===== config.mk =====
export PLATFORM = sky130hd
export DESIGN_NAME = mode_pages
export DESIGN_NICKNAME = d
export VERILOG_FILES = /design/src/mode_pages_pkg.sv /design/src/mode_pages.sv
export SDC_FILE = /design/constraint.sdc
export NUM_CORES = 1
export LEC_CHECK = 0
export ABC_AREA = 0
export BUFFER_PORTS_ARGS = -buffer_cell sky130_fd_sc_hd__buf_2
export CORE_MARGIN = 2
export CORE_UTILIZATION = 55
export CTS_BUF_LIST = sky130_fd_sc_hd__clkbuf_4 sky130_fd_sc_hd__clkbuf_8
export DETAILED_ROUTE_END_ITERATION = 12
export GPL_TIMING_DRIVEN = 0
export MAX_ROUTING_LAYER = met4
export PLACE_DENSITY = 0.81
export SLEW_MARGIN = 20
export SYNTH_ARGS = -nofsm -noshare
export SYNTH_HDL_FRONTEND = slang
export SYNTH_SLANG_ARGS = --single-unit

===== constraint.sdc =====
create_clock -name core_clk -period 3.6 [get_ports core_clk]
set_input_delay 0.72 -clock core_clk [delete_from_list [all_inputs] [get_ports core_clk]]
set_output_delay 0.72 -clock core_clk [all_outputs]
set_load 0.01 [all_outputs]

===== src/mode_pages_pkg.sv =====
// constants for the caching, capabilities and timer/protect mode pages
// assumes a 125 MHz core clock and a 32-bit AHB-Lite register bus
package mode_pages_pkg;

    // register byte offsets
    localparam logic [7:0] PAGE_SEL_OFS = 8'h00;
    localparam logic [7:0] STATUS_OFS = 8'h04;
    localparam logic [7:0] SAVE_OFS = 8'h08;
    localparam logic [7:0] DESC_W0_OFS = 8'h10;
    localparam logic [7:0] DESC_W1_OFS = 8'h14;
    localparam logic [7:0] DESC_W2_OFS = 8'h18;

    // page codes and lengths
    localparam logic [5:0] CACHE_CODE = 6'h08;
    localparam logic [7:0] CACHE_LEN = 8'h0A;
    localparam logic [5:0] CAPS_CODE = 6'h1B;
    localparam logic [7:0] CAPS_LEN = 8'h0A;
    localparam logic [5:0] TIMER_CODE = 6'h1C;
    localparam logic [7:0] TIMER_LEN = 8'h06;

    // page control encodings
    localparam logic [1:0] PC_CURRENT = 2'h0;
    localparam logic [1:0] PC_CHANGEABLE = 2'h1;
    localparam logic [1:0] PC_DEFAULT = 2'h2;
    localparam logic [1:0] PC_SAVED = 2'h3;

    // field positions inside the 32-bit descriptor words
    localparam int PS_BIT = 7;
    localparam int WCE_POS = 18;
    localparam int RCD_POS = 16;
    localparam int MULT_POS = 24;

    // defaults and masks
    localparam logic [7:0] CACHE_B2_DFLT = 8'h04;
    localparam logic [7:0] CACHE_B2_MASK = 8'h05;
    localparam logic [7:0] CAPS_B2_DFLT = 8'h40;
    localparam logic [7:0] CAPS_B3_DFLT = 8'h81;
    localparam logic [3:0] MULT_DFLT = 4'hF;
    localparam logic [3:0] MULT_MASK = 4'hF;
    localparam logic [3:0] MULT_SUBST = 4'hA;
    localparam logic [3:0] MULT_LOW_MAX = 4'h9;

    // status register bits
    localparam int ST_RECOVERED = 0;
    localparam int ST_SAVE_REFUSED = 1;
    localparam int ST_BAD_PAGE = 2;
    localparam int ST_STANDBY = 3;

    // inactivity timing
    localparam int CLK_KHZ = 125000;
    localparam int TICK_MS = 125;
    // ms times kHz is already a cycle count: 15,625,000 for one tick
    localparam int TICK_CYCLES_DFLT = TICK_MS * CLK_KHZ;
    localparam logic [14:0] MIN_TICKS = 15'd480;

endpackage


===== src/mode_pages.sv =====
// mode page store for caching, capabilities and timer/protect pages,
// register access over AHB-Lite, plus the inactivity standby timer.
// assumes a single slave with zero wait states; access strobes are on core_clk.
//
// Local design decisions: the AHB-Lite slave port and the placing of the registers.
`timescale 1ns/1ps

// Functional notes
// - write cache follows write_cache_on: 0 disables, 1 enables.
// - read-ahead follows read_ahead_off: 0 enables, 1 disables.
// - caching page is code 08h, length 0Ah, and may be saved.
// - caching page changeable mask: byte 2 bits 2 and 0 only.
// - caching defaults: byte 2 = 04h, all else zero.
// - capabilities page is code 1Bh, length 0Ah, save refused.
// - format_progress_flag defaults 1, system_floppy_flag defaults 0.
// - non_cd_optical_flag defaults 1, shared_lun_flag defaults 0.
// - lun_count reports one logical unit.
// - capabilities page has no changeable bits.
// - standby only after the multiplier time from access end; page 1Ch, length 06h.
// - multiplier 0 never, 1-9 from 125 ms doubling, A-F from 1 min.
// - host multiplier 1 to 9 becomes A with a recovered-error report.
// - access_lockout_bit never makes the drive answer not-ready.
// - soft_write_protect_bit never write-protects the media.
// - timer page changeable mask: byte 3 low nibble only.
// - timer defaults: multiplier Fh, protect bits and reserved zero.
// - protect bits are kept among the saved timer values.
// - page_control selects current, changeable, default or saved values.
// - page_savable set only for pages that can be saved.
module mode_pages #(
    parameter int TICK_CYCLES = mode_pages_pkg::TICK_CYCLES_DFLT // cycles per 125 ms tick
) (
    input wire logic core_clk, // 125 MHz clock
    input wire logic rst_n, // synchronous reset, active low
    input wire logic hsel, // ahb slave select
    input wire logic [31:0] haddr, // ahb address
    input wire logic [1:0] htrans, // ahb transfer type
    input wire logic hwrite, // ahb write
    input wire logic [2:0] hsize, // ahb size, word only
    input wire logic [31:0] hwdata, // ahb write data
    input wire logic hready, // ahb bus ready
    output logic [31:0] hrdata, // ahb read data
    output logic hreadyout, // ahb slave ready
    output logic hresp, // ahb response, always okay
    input wire logic access_start, // pulse: an access command begins
    input wire logic access_end, // pulse: an access command ended
    output logic write_cache_en, // write caching enabled
    output logic read_ahead_en, // read-ahead caching enabled
    output logic standby_req, // drive should enter standby
    output logic not_ready_lock, // lockout of host commands, never set
    output logic media_write_prot // software write protect, never set
);
    import mode_pages_pkg::*;

    typedef enum logic [2:0] {
        TMR_IDLE = 3'b001,
        TMR_COUNT = 3'b010,
        TMR_STANDBY = 3'b100
    } tmr_state_t;

    logic [7:0] sel_code_reg;
    logic [1:0] sel_pc_reg;
    logic [3:0] status_reg;
    logic wce_reg, rcd_reg, access_lockout_bit_reg, soft_write_protect_bit_reg;
    logic [3:0] mult_reg;
    logic sv_wce_reg, sv_rcd_reg, sv_access_lockout_bit_reg, sv_soft_write_protect_bit_reg;
    logic [3:0] sv_mult_reg;
    logic dp_write_reg, dp_valid_reg;
    logic [7:0] dp_addr_reg;
    logic [31:0] hrdata_reg;
    tmr_state_t tmr_state_reg;
    logic [23:0] presc_reg;
    logic [14:0] ticks_reg;

    logic addr_phase;
    logic wr_go;
    logic [3:0] status_set;
    logic [95:0] desc;
    logic page_known;
    logic [14:0] load_ticks;
    logic tick;

    // ticks of 125 ms for each multiplier, zero meaning never
    function automatic logic [14:0] mult_ticks(input logic [3:0] m);
        logic [14:0] t;
        t = 15'd0;
        if (m == 4'h0) begin
            t = 15'd0;
        end else if (m <= MULT_LOW_MAX) begin
            t = 15'd1 << (m - 4'h1);
        end else begin
            t = MIN_TICKS << (m - MULT_SUBST);
        end
        return t;
    endfunction

    // one page descriptor, bytes 0..11 little-endian in 96 bits
    function automatic logic [95:0] build_desc(
        input logic [5:0] code,
        input logic [1:0] pc,
        input logic write_cache_on,
        input logic read_ahead_off,
        input logic [3:0] mult,
        input logic access_lockout_bit,
        input logic soft_write_protect_bit
    );
        logic [95:0] d;
        d = 96'h0;
        case (code)
            CACHE_CODE: begin
                d[7:0] = {1'b1, 1'b0, CACHE_CODE};
                d[15:8] = CACHE_LEN;
                case (pc)
                    PC_CHANGEABLE: d[23:16] = CACHE_B2_MASK;
                    PC_DEFAULT: d[23:16] = CACHE_B2_DFLT;
                    default: d[23:16] = {5'h0, write_cache_on, 1'b0, read_ahead_off};
                endcase
            end
            CAPS_CODE: begin
                d[7:0] = {1'b0, 1'b0, CAPS_CODE};
                d[15:8] = CAPS_LEN;
                if (pc != PC_CHANGEABLE) begin
                    d[23:16] = CAPS_B2_DFLT;
                    d[31:24] = CAPS_B3_DFLT;
                end
                // changeable set stays all zero
            end
            TIMER_CODE: begin
                d[7:0] = {1'b1, 1'b0, TIMER_CODE};
                d[15:8] = TIMER_LEN;
                case (pc)
                    PC_CHANGEABLE: d[31:24] = {4'h0, MULT_MASK};
                    PC_DEFAULT: d[31:24] = {4'h0, MULT_DFLT};
                    default: begin
                        d[31:24] = {4'h0, mult};
                        d[39:32] = {6'h0, access_lockout_bit, soft_write_protect_bit};
                    end
                endcase
            end
            default: d = 96'h0;
        endcase
        return d;
    endfunction

    assign hreadyout = 1'b1;
    assign hresp = 1'b0;
    assign hrdata = hrdata_reg;
    assign addr_phase = hsel && htrans[1] && hready;
    assign wr_go = dp_valid_reg && dp_write_reg;
    assign page_known = (sel_code_reg[5:0] == CACHE_CODE) || (sel_code_reg[5:0] == CAPS_CODE)
        || (sel_code_reg[5:0] == TIMER_CODE);

    // saved set chosen only when page_control asks for it
    always_comb begin
        if (sel_pc_reg == PC_SAVED) begin
            desc = build_desc(sel_code_reg[5:0], sel_pc_reg, sv_wce_reg, sv_rcd_reg,
                sv_mult_reg, sv_access_lockout_bit_reg, sv_soft_write_protect_bit_reg);
        end else begin
            desc = build_desc(sel_code_reg[5:0], sel_pc_reg, wce_reg, rcd_reg,
                mult_reg, access_lockout_bit_reg, soft_write_protect_bit_reg);
        end
    end

    // ahb address phase capture; read data registered for the data phase
    always_ff @(posedge core_clk) begin
        if (!rst_n) begin
            dp_valid_reg <= 1'b0;
            dp_write_reg <= 1'b0;
            dp_addr_reg <= 8'h00;
            hrdata_reg <= 32'h0000_0000;
        end else begin
            dp_valid_reg <= addr_phase;
            dp_write_reg <= hwrite;
            dp_addr_reg <= haddr[7:0];
            if (addr_phase && !hwrite) begin
                case (haddr[7:0])
                    PAGE_SEL_OFS: hrdata_reg <= {22'h0, sel_pc_reg, sel_code_reg};
                    STATUS_OFS: hrdata_reg <= {28'h0, status_reg};
                    DESC_W0_OFS: hrdata_reg <= desc[31:0];
                    DESC_W1_OFS: hrdata_reg <= desc[63:32];
                    DESC_W2_OFS: hrdata_reg <= desc[95:64];
                    default: hrdata_reg <= 32'h0000_0000;
                endcase
            end
        end
    end

    always_ff @(posedge core_clk) begin
        if (!rst_n) begin
            sel_code_reg <= 8'h00;
            sel_pc_reg <= PC_CURRENT;
        end else if (wr_go && dp_addr_reg == PAGE_SEL_OFS) begin
            sel_code_reg <= hwdata[7:0];
            sel_pc_reg <= hwdata[9:8];
        end
    end

    // current values; fixed bits of any write are dropped
    always_ff @(posedge core_clk) begin
        if (!rst_n) begin
            wce_reg <= CACHE_B2_DFLT[2];
            rcd_reg <= CACHE_B2_DFLT[0];
            mult_reg <= MULT_DFLT;
            access_lockout_bit_reg <= 1'b0;
            soft_write_protect_bit_reg <= 1'b0;
        end else if (wr_go && dp_addr_reg == DESC_W0_OFS) begin
            if (sel_code_reg[5:0] == CACHE_CODE) begin
                wce_reg <= hwdata[WCE_POS];
                rcd_reg <= hwdata[RCD_POS];
            end else if (sel_code_reg[5:0] == TIMER_CODE) begin
                if (hwdata[MULT_POS+3:MULT_POS] != 4'h0
                    && hwdata[MULT_POS+3:MULT_POS] <= MULT_LOW_MAX) begin
                    mult_reg <= MULT_SUBST;
                end else begin
                    mult_reg <= hwdata[MULT_POS+3:MULT_POS];
                end
            end
        end
    end

    // saved set; reset stands in for loading the flash copy
    always_ff @(posedge core_clk) begin
        if (!rst_n) begin
            sv_wce_reg <= CACHE_B2_DFLT[2];
            sv_rcd_reg <= CACHE_B2_DFLT[0];
            sv_mult_reg <= MULT_DFLT;
            sv_access_lockout_bit_reg <= 1'b0;
            sv_soft_write_protect_bit_reg <= 1'b0;
        end else if (wr_go && dp_addr_reg == SAVE_OFS && hwdata[0]) begin
            if (sel_code_reg[5:0] == CACHE_CODE) begin
                sv_wce_reg <= wce_reg;
                sv_rcd_reg <= rcd_reg;
            end else if (sel_code_reg[5:0] == TIMER_CODE) begin
                sv_mult_reg <= mult_reg;
                sv_access_lockout_bit_reg <= access_lockout_bit_reg;
                sv_soft_write_protect_bit_reg <= soft_write_protect_bit_reg;
            end
        end
    end

    // sticky events: a set in the clearing cycle survives
    always_comb begin
        status_set = 4'h0;
        if (wr_go && dp_addr_reg == DESC_W0_OFS && sel_code_reg[5:0] == TIMER_CODE
            && hwdata[MULT_POS+3:MULT_POS] != 4'h0
            && hwdata[MULT_POS+3:MULT_POS] <= MULT_LOW_MAX) begin
            status_set[ST_RECOVERED] = 1'b1;
        end
        if (wr_go && dp_addr_reg == SAVE_OFS && hwdata[0]
            && sel_code_reg[5:0] == CAPS_CODE) begin
            status_set[ST_SAVE_REFUSED] = 1'b1;
        end
        if (wr_go && (dp_addr_reg == SAVE_OFS || dp_addr_reg == DESC_W0_OFS
            || dp_addr_reg == DESC_W1_OFS || dp_addr_reg == DESC_W2_OFS) && !page_known) begin
            status_set[ST_BAD_PAGE] = 1'b1;
        end
    end

    always_ff @(posedge core_clk) begin
        if (!rst_n) begin
            status_reg <= 4'h0;
        end else begin
            status_reg[2:0] <= status_set[2:0] | (status_reg[2:0]
                & ~((wr_go && dp_addr_reg == STATUS_OFS) ? hwdata[2:0] : 3'h0));
            status_reg[ST_STANDBY] <= (tmr_state_reg == TMR_STANDBY);
        end
    end

    // inactivity timer; 125 ms ticks keep the counter narrow
    assign load_ticks = mult_ticks(mult_reg);
    assign tick = (presc_reg == 24'(TICK_CYCLES - 1));

    always_ff @(posedge core_clk) begin
        if (!rst_n || access_end || tmr_state_reg != TMR_COUNT || tick) begin
            presc_reg <= 24'h000000;
        end else begin
            presc_reg <= presc_reg + 24'h000001;
        end
    end

    always_ff @(posedge core_clk) begin
        if (!rst_n) begin
            tmr_state_reg <= TMR_IDLE;
            ticks_reg <= 15'h0000;
        end else begin
            case (tmr_state_reg)
                TMR_IDLE: begin
                    if (access_end && load_ticks != 15'h0000) begin
                        tmr_state_reg <= TMR_COUNT;
                        ticks_reg <= load_ticks;
                    end
                end
                TMR_COUNT: begin
                    if (access_start || load_ticks == 15'h0000) begin
                        tmr_state_reg <= TMR_IDLE;
                    end else if (access_end) begin
                        ticks_reg <= load_ticks;
                    end else if (tick) begin
                        if (ticks_reg == 15'h0001) begin
                            tmr_state_reg <= TMR_STANDBY;
                        end
                        ticks_reg <= ticks_reg - 15'h0001;
                    end
                end
                TMR_STANDBY: begin
                    if (access_start) begin
                        tmr_state_reg <= TMR_IDLE;
                    end
                end
                default: tmr_state_reg <= TMR_IDLE;
            endcase
        end
    end

    assign standby_req = (tmr_state_reg == TMR_STANDBY);
    assign write_cache_en = wce_reg;
    assign read_ahead_en = !rcd_reg;
    // stored bits are never acted on
    assign not_ready_lock = 1'b0;
    assign media_write_prot = 1'b0;

endmodule


=== Word-level counts from Yosys, hierarchy flattened ===
Cells that the tools add are included.

* Add/subtract/negate cells: 4
* $lt $le $gt $ge: 2
* Equal/unequal tests: 29
* Shift-type cells: 2
* Muxes and demuxes: 31
* Bitwise operators: 4
* Reductions and logical operators: 44

{| class="wikitable"
|+ Operators with widths
! operator !! number
|-
| 32-bit case mux with 5 select lines || 1
|-
| 15-bit two-way mux || 6
|-
| 8-bit case mux with 2 select lines || 4
|-
| 8-bit by 5-bit == test with 1-bit output (second input constant) || 6
|-
| 12-bit case mux with 3 select lines || 1
|-
| 32-bit two-way mux || 1
|-
| 15-bit case mux with 2 select lines || 1
|-
| 24-bit by 1-bit adder with 24-bit output (second input constant) || 1
|-
| 24-bit == test (second input constant) || 1
|-
| 3-bit two-way mux || 7
|-
| 1-bit logical AND || 17
|-
| 8-bit by 3-bit == test with 1-bit output (second input constant) || 2
|-
| 8-bit logical NOT || 2
|-
| 16-bit two-way mux || 1
|-
| 15-bit by 1-bit == test with 1-bit output (second input constant) || 1
|-
| 15-bit logical NOT || 1
|-
| 15-bit nonzero test || 1
|-
| 1-bit by 4-bit << shifter with 15-bit output (first input constant) || 1
|-
| 9-bit by 4-bit << shifter with 15-bit output (first input constant) || 1
|-
| 15-bit by 1-bit subtractor with 15-bit output (second input constant) || 1
|-
| 6-bit by 5-bit == test with 1-bit output (second input constant) || 2
|-
| 4-bit two-way mux || 3
|-
| 3-bit != test (second input constant) || 4
|-
| 3-bit case mux with 2 select lines || 2
|-
| other kinds (29) || 48
|}

* Register bits: 110
* Output and inout port bits: 39

=== Longest topological paths before layout ===
* Word-level depth: 8
* Mapped depth: 12
* Mapped depth without buffers: 8

=== Worst setup path before layout ===
OpenSTA, ideal clock, no wires.

* Path type: register to register
* From: register mult_reg[1]
* To: register ticks_reg[0]
* Setup time: 96 ps
* Data arrival time: 2,869 ps
* Required time: 3,504 ps
* Slack: 635 ps
* Cell stages (with the launch flop): 11
* Period minus slack after synthesis: 2,965 ps
* Cells stage by stage: dfxtp_1 > buf_2 > buf_1 > inv_1 > ha_1 > and3b_1 > o31ai_2 > nand3b_1 > or4_4 > a311o_1 > o41ai_2

* Cells in the longest elaborated chain, start to end: 8
* Elaborated cells on any way between the ends: 19

{| class="wikitable"
|+ RTL lines
! element !! line !! source
|-
| start: declaration || mode_pages.sv:64 || <nowiki>logic [3:0] mult_reg;</nowiki>
|-
| start signal: assignment || mode_pages.sv:214 || <nowiki>mult_reg <= hwdata[MULT_POS+3:MULT_POS];</nowiki>
|-
| 4-bit subtractor / 4-bit by 1-bit subtractor with 4-bit output (equally long branches) || mode_pages.sv:91, mode_pages.sv:89 ||
|-
| 9-bit by 4-bit << shifter with 15-bit output / 1-bit by 4-bit << shifter with 15-bit output (equally long branches) || mode_pages.sv:91, mode_pages.sv:89 ||
|-
| 15-bit two-way mux || mode_pages.sv:88 || <nowiki>end else if (m <= MULT_LOW_MAX) begin</nowiki>
|-
| 15-bit two-way mux * || mode_pages.sv:86 || <nowiki>if (m == 4'h0) begin</nowiki>
|-
| 15-bit logical NOT / 15-bit nonzero test (equally long branches) || mode_pages.sv:293, mode_pages.sv:287 ||
|-
| 1-bit logical OR / 1-bit logical AND (equally long branches) || mode_pages.sv:293, mode_pages.sv:287 ||
|-
| 2-bit != test (no source line) || -- ||
|-
| 4-bit AND reduction (no source line) || -- ||
|-
| end signal: assignment || mode_pages.sv:289 || <nowiki>ticks_reg <= load_ticks;</nowiki>
|-
| end signal: assignment || mode_pages.sv:296 || <nowiki>ticks_reg <= load_ticks;</nowiki>
|-
| end signal: assignment || mode_pages.sv:301 || <nowiki>ticks_reg <= ticks_reg - 15'h0001;</nowiki>
|-
| end: declaration || mode_pages.sv:72 || <nowiki>logic [14:0] ticks_reg;</nowiki>
|}

Mark *: on every way between the ends. The rest lies on a longest branch, timed or not. The select of a mux whose other input is x is not followed.
A chain may end at the register's enable or synchronous reset.

=== Worst setup path in the final report ===
* From: register mult_reg[1]
* To: register ticks_reg[11]

Same word-level chain as after synthesis.

==> flow_summary.html <==
<table>
<tr><th>Metric</th><th>Value</th></tr>
<tr><th colspan="2">Timing</th></tr>
<tr><td>Setup repair after global routing missed its margin</td><td>no</td></tr>
<tr><td>Worst Tran Pin Value</td><td>0.898 ns</td></tr>
<tr><td>Clock Skews</td><td>0.0123 ns</td></tr>
<tr><td>Number of slew-limit violations in the final report</td><td>0</td></tr>
<tr><td>Achievable frequency</td><td>300 MHz</td></tr>
<tr><td>Slew HR</td><td>40.0%</td></tr>
<tr><td>Time the worst path needs with I/O delays and setup</td><td>3.33 ns</td></tr>
<tr><td>Worst path setup slack after routing</td><td>0.269 ns</td></tr>
<tr><td>Number of hold-slack violations in the final timing report</td><td>0</td></tr>
<tr><td>Finish-stage setup viols</td><td>0</td></tr>
<tr><td>Period Utilization, post-route</td><td>92.5%</td></tr>
<tr><th colspan="2">Run status</th></tr>
<tr><td>Status</td><td>finished, final reports clean</td></tr>
<tr><th colspan="2">Drt</th></tr>
<tr><td>Final routed DRC violation total</td><td>0</td></tr>
<tr><td>First-pass DRT Iterations</td><td>6</td></tr>
<tr><td>Number of violations reported at the end of detailed-routing iteration 0</td><td>271</td></tr>
<tr><td>Vias post-DR</td><td>4936</td></tr>
<tr><td>Post-DR wirelength/cell</td><td>15.6 um</td></tr>
<tr><td>ANT nets after route</td><td>0</td></tr>
<tr><td>Wire length reported by the detailed router</td><td>13200 um</td></tr>
<tr><td>Via-to-Cell Ratio</td><td>5.83</td></tr>
<tr><th colspan="2">Synthesis</th></tr>
<tr><td>Avg Inst Size Synth</td><td>8.22 um^2</td></tr>
<tr><td>Top cells by count, synth</td><td>sky130_fd_sc_hd__dfxtp_1, sky130_fd_sc_hd__nor2_1, sky130_fd_sc_hd__nand2_1, sky130_fd_sc_hd__a21oi_1</td></tr>
<tr><td>Proportion of synthesized flip-flops having asynchronous set or reset</td><td>0%</td></tr>
<tr><td>Top-count cell post-synth</td><td>sky130_fd_sc_hd__dfxtp_1</td></tr>
<tr><td>Share of the synthesized area in the top cell type</td><td>37.5%</td></tr>
<tr><td>Number of synthesized flops with an enable pin</td><td>0</td></tr>
<tr><td>Gate Count Post-Synth</td><td>636</td></tr>
<tr><td>Number of distinct library cell variants in the gate-level netlist after synthesis</td><td>75</td></tr>
<tr><td>Top FF cell, synth</td><td>sky130_fd_sc_hd__dfxtp_1</td></tr>
<tr><td>Summed instance area of the synthesized netlist</td><td>0.00523 mm^2</td></tr>
<tr><td>Proportion of synthesized chip area in sequential cells</td><td>37.5%</td></tr>
<tr><td>Number of synthesis warnings</td><td>0</td></tr>
<tr><td>Top post-synthesis cells by area</td><td>sky130_fd_sc_hd__dfxtp_1, sky130_fd_sc_hd__nor2_1, sky130_fd_sc_hd__mux2i_1</td></tr>
<tr><td>FF+latch count, synth</td><td>98</td></tr>
<tr><td>Cell type contributing the most total cell area after synthesis</td><td>sky130_fd_sc_hd__dfxtp_1</td></tr>
<tr><th colspan="2">Placement</th></tr>
<tr><td>Input/output buffers</td><td>51</td></tr>
<tr><td>Hpwl dp</td><td>9680 um</td></tr>
<tr><td>Worst Setup Slack post-DPL</td><td>-0.0582 ns</td></tr>
<tr><td>Routability Congestion</td><td>0.980</td></tr>
<tr><th colspan="2">Finish</th></tr>
<tr><td>Area growth, synth to finish</td><td>13.2%</td></tr>
<tr><td>Final Net Count</td><td>796</td></tr>
<tr><td>Final core utilization</td><td>64.0%</td></tr>
<tr><td>Fraction of final layout cells sized beyond drive strength 1</td><td>16.3%</td></tr>
<tr><td>Antenna Cells</td><td>0</td></tr>
<tr><td>Number of flip-flops under the largest register name</td><td>24</td></tr>
<tr><th colspan="2">Hold path</th></tr>
<tr><td>Hold Crit Class</td><td>reg -&gt; reg</td></tr>
<tr><th colspan="2">Setup path</th></tr>
<tr><td>Critical path arrival</td><td>3.55 ns</td></tr>
<tr><td>Endpoint type of the worst setup path</td><td>flip-flop</td></tr>
<tr><td>Crit path required time</td><td>3.82 ns</td></tr>
<tr><td>Critical Path Fanout Max</td><td>10</td></tr>
<tr><td>Launching element type of the critical path</td><td>flip-flop</td></tr>
<tr><td>Critical path class</td><td>reg -&gt; reg</td></tr>
<tr><th colspan="2">Floorplanning</th></tr>
<tr><td>Die X-Extent</td><td>101 um</td></tr>
<tr><td>Area of the die</td><td>0.0103 mm^2</td></tr>
<tr><td>Placement Rows</td><td>35</td></tr>
<tr><td>Initial core utilization</td><td>56.5%</td></tr>
<tr><td>Num ports</td><td>115</td></tr>
<tr><td>Core Region</td><td>0.00924 mm^2</td></tr>
<tr><td>Y dimension of the die</td><td>101 um</td></tr>
<tr><th colspan="2">Power and ir drop</th></tr>
<tr><td>Worst-case vdd ir drop</td><td>0.179 mV</td></tr>
<tr><td>Total power divided by cell area</td><td>339 mW/mm^2</td></tr>
<tr><td>Total Power Consumption</td><td>0.00201 W</td></tr>
<tr><td>Static Leak</td><td>2.26 nW</td></tr>
<tr><th colspan="2">Clock tree</th></tr>
<tr><td>Clock root buffer master</td><td>sky130_fd_sc_hd__clkbuf_8</td></tr>
<tr><td>H-Tree Level Count</td><td>3</td></tr>
<tr><td>Count of hold-fix buffers inserted at cts</td><td>0</td></tr>
<tr><td>Clock latency on the worst-skew pair</td><td>0.37 ns</td></tr>
<tr><td>Number of buffers on the longest clock path</td><td>2</td></tr>
<tr><td>Clock tree sinks</td><td>98</td></tr>
<tr><td>Clock transition at the registers of the reported paths</td><td>0.10 ns</td></tr>
<tr><td>Post-CTS setup repair buffer count</td><td>0</td></tr>
<tr><td>CTS tree</td><td>yes</td></tr>
<tr><td>Total CTS buffers</td><td>9</td></tr>
<tr><th colspan="2">GRT</th></tr>
<tr><td>Overflow after GRT</td><td>0</td></tr>
<tr><td>Largest net degree at the start of global routing</td><td>17</td></tr>
<tr><td>All-Layer GR Usage</td><td>26.6%</td></tr>
<tr><td>First-pass GRT wire length</td><td>21400 um</td></tr>
<tr><td>Number of global-route vias before repair</td><td>4528</td></tr>
<tr><td>Antenna violations before repair</td><td>0</td></tr>
<tr><th colspan="2">Job</th></tr>
<tr><td>Count of max-cap constraint violations</td><td>0</td></tr>
</table>
worst max-delay path, stage by stage (launching register included):
cell                       delay, ns
sky130_fd_sc_hd__dfxtp_2        0.40
sky130_fd_sc_hd__clkbuf_4       0.22
sky130_fd_sc_hd__buf_2          0.23
sky130_fd_sc_hd__inv_1          0.19
sky130_fd_sc_hd__ha_1           0.32
sky130_fd_sc_hd__buf_4          0.20
sky130_fd_sc_hd__nor4b_1        0.15
sky130_fd_sc_hd__o31ai_2        0.26
sky130_fd_sc_hd__nand3b_1       0.22
sky130_fd_sc_hd__or4_4          0.62
sky130_fd_sc_hd__nand2_4        0.13
sky130_fd_sc_hd__buf_6          0.16
sky130_fd_sc_hd__o31ai_1        0.08
final cells by class:
cell class              count  area [um^2]
multi-input cells         484         2980
well taps                 129          161
plain buffers              51          289
clock inverters             5         60.1
fillers                   805         3320
repair buffers             51          255
flip-flops and latches     98         1960
clock buffers              11          145
inverters                  17         63.8
cell families (layout without fill, tap and decap cells):
group	count (synthesis)	count (layout)	share of synthesized area, %
other	2	16	0.144
buffers and inverters	68	135	6.68
AO/OA/AOI/OAI	120	120	15.7
adder cells (fa/ha/maj)	8	8	1.92
multiplexers	28	28	5.46
XOR/XNOR	24	24	4.02
flip-flops	98	98	37.5
AND/OR/NAND/NOR	288	288	28.6
where the power goes:
group / internal (W) / switching [W] / leakage [nW]
clock network: 0.000352 / 0.000394 / 0.104
logic: 0.0000579 / 0.0000942 / 1.36
registers: 0.00110 / 0.0000101 / 0.793
per-stage QoR:
| step | std cells | hold WS [ns] | cell area [um^2] | setup TNS, ns |
|---|---|---|---|---|
| 6_report | 846 | 0.460 | 5920 | 0 |
| 5_1_grt | 846 | 0.488 | 5920 | 0 |
| 4_1_cts | 846 | 0.461 | 5910 | 0 |
| 3_5_place_dp | 830 | 0.444 | 5690 | -0.230 |
| 3_3_place_gp | 830 | 0.427 | 5690 | -0.624 |
| 2_1_floorplan | 650 | 0.418 | 5280 | 0 |
per-layer routing:
metal	part of all wire (%)	up-vias	GRT usage [%]
li1	-	2373	-
met1	44	2303	33.9
met2	47	224	43.5
met3	6.3	36	4.42
met4	2.1	0	7.80
met5	0	-	-
cell usage in the layout (no fill, tap or decap), types with 16 or more instances in the layout:
cell type                  instances
sky130_fd_sc_hd__o21ai_0          16
sky130_fd_sc_hd__mux2i_1          24
sky130_fd_sc_hd__nand3_1          24
sky130_fd_sc_hd__nor2_1           87
sky130_fd_sc_hd__a21oi_1          31
sky130_fd_sc_hd__buf_4            19
sky130_fd_sc_hd__clkbuf_1         22
sky130_fd_sc_hd__conb_1           16
sky130_fd_sc_hd__dfxtp_1          97
sky130_fd_sc_hd__buf_2            57
sky130_fd_sc_hd__inv_1            16
sky130_fd_sc_hd__nor3_1           18
sky130_fd_sc_hd__nand2_1          62
final timing paths:
path	start	end	slack (ns)	cells past startpoint
setup / recovery	mult_reg[1]$_SDFFE_PN1P_	ticks_reg[11]$_SDFFE_PN0P_	0.27	12
hold / removal	hrdata[31]$_SDFFE_PN0P_	hrdata[31]$_SDFFE_PN0P_	0.46	2
setup reg to reg	mult_reg[1]$_SDFFE_PN1P_	ticks_reg[11]$_SDFFE_PN0P_	0.27	12
hold reg to reg	hrdata[31]$_SDFFE_PN0P_	hrdata[31]$_SDFFE_PN0P_	0.46	2
repair_timing:
action / in CTS / in global routing
pin swaps: 0 / 0
setup endpoints to repair: 14 / 15
cloned: 0 / 0
resized for setup: 2 / 3
(Power assumes the default switching activity.)
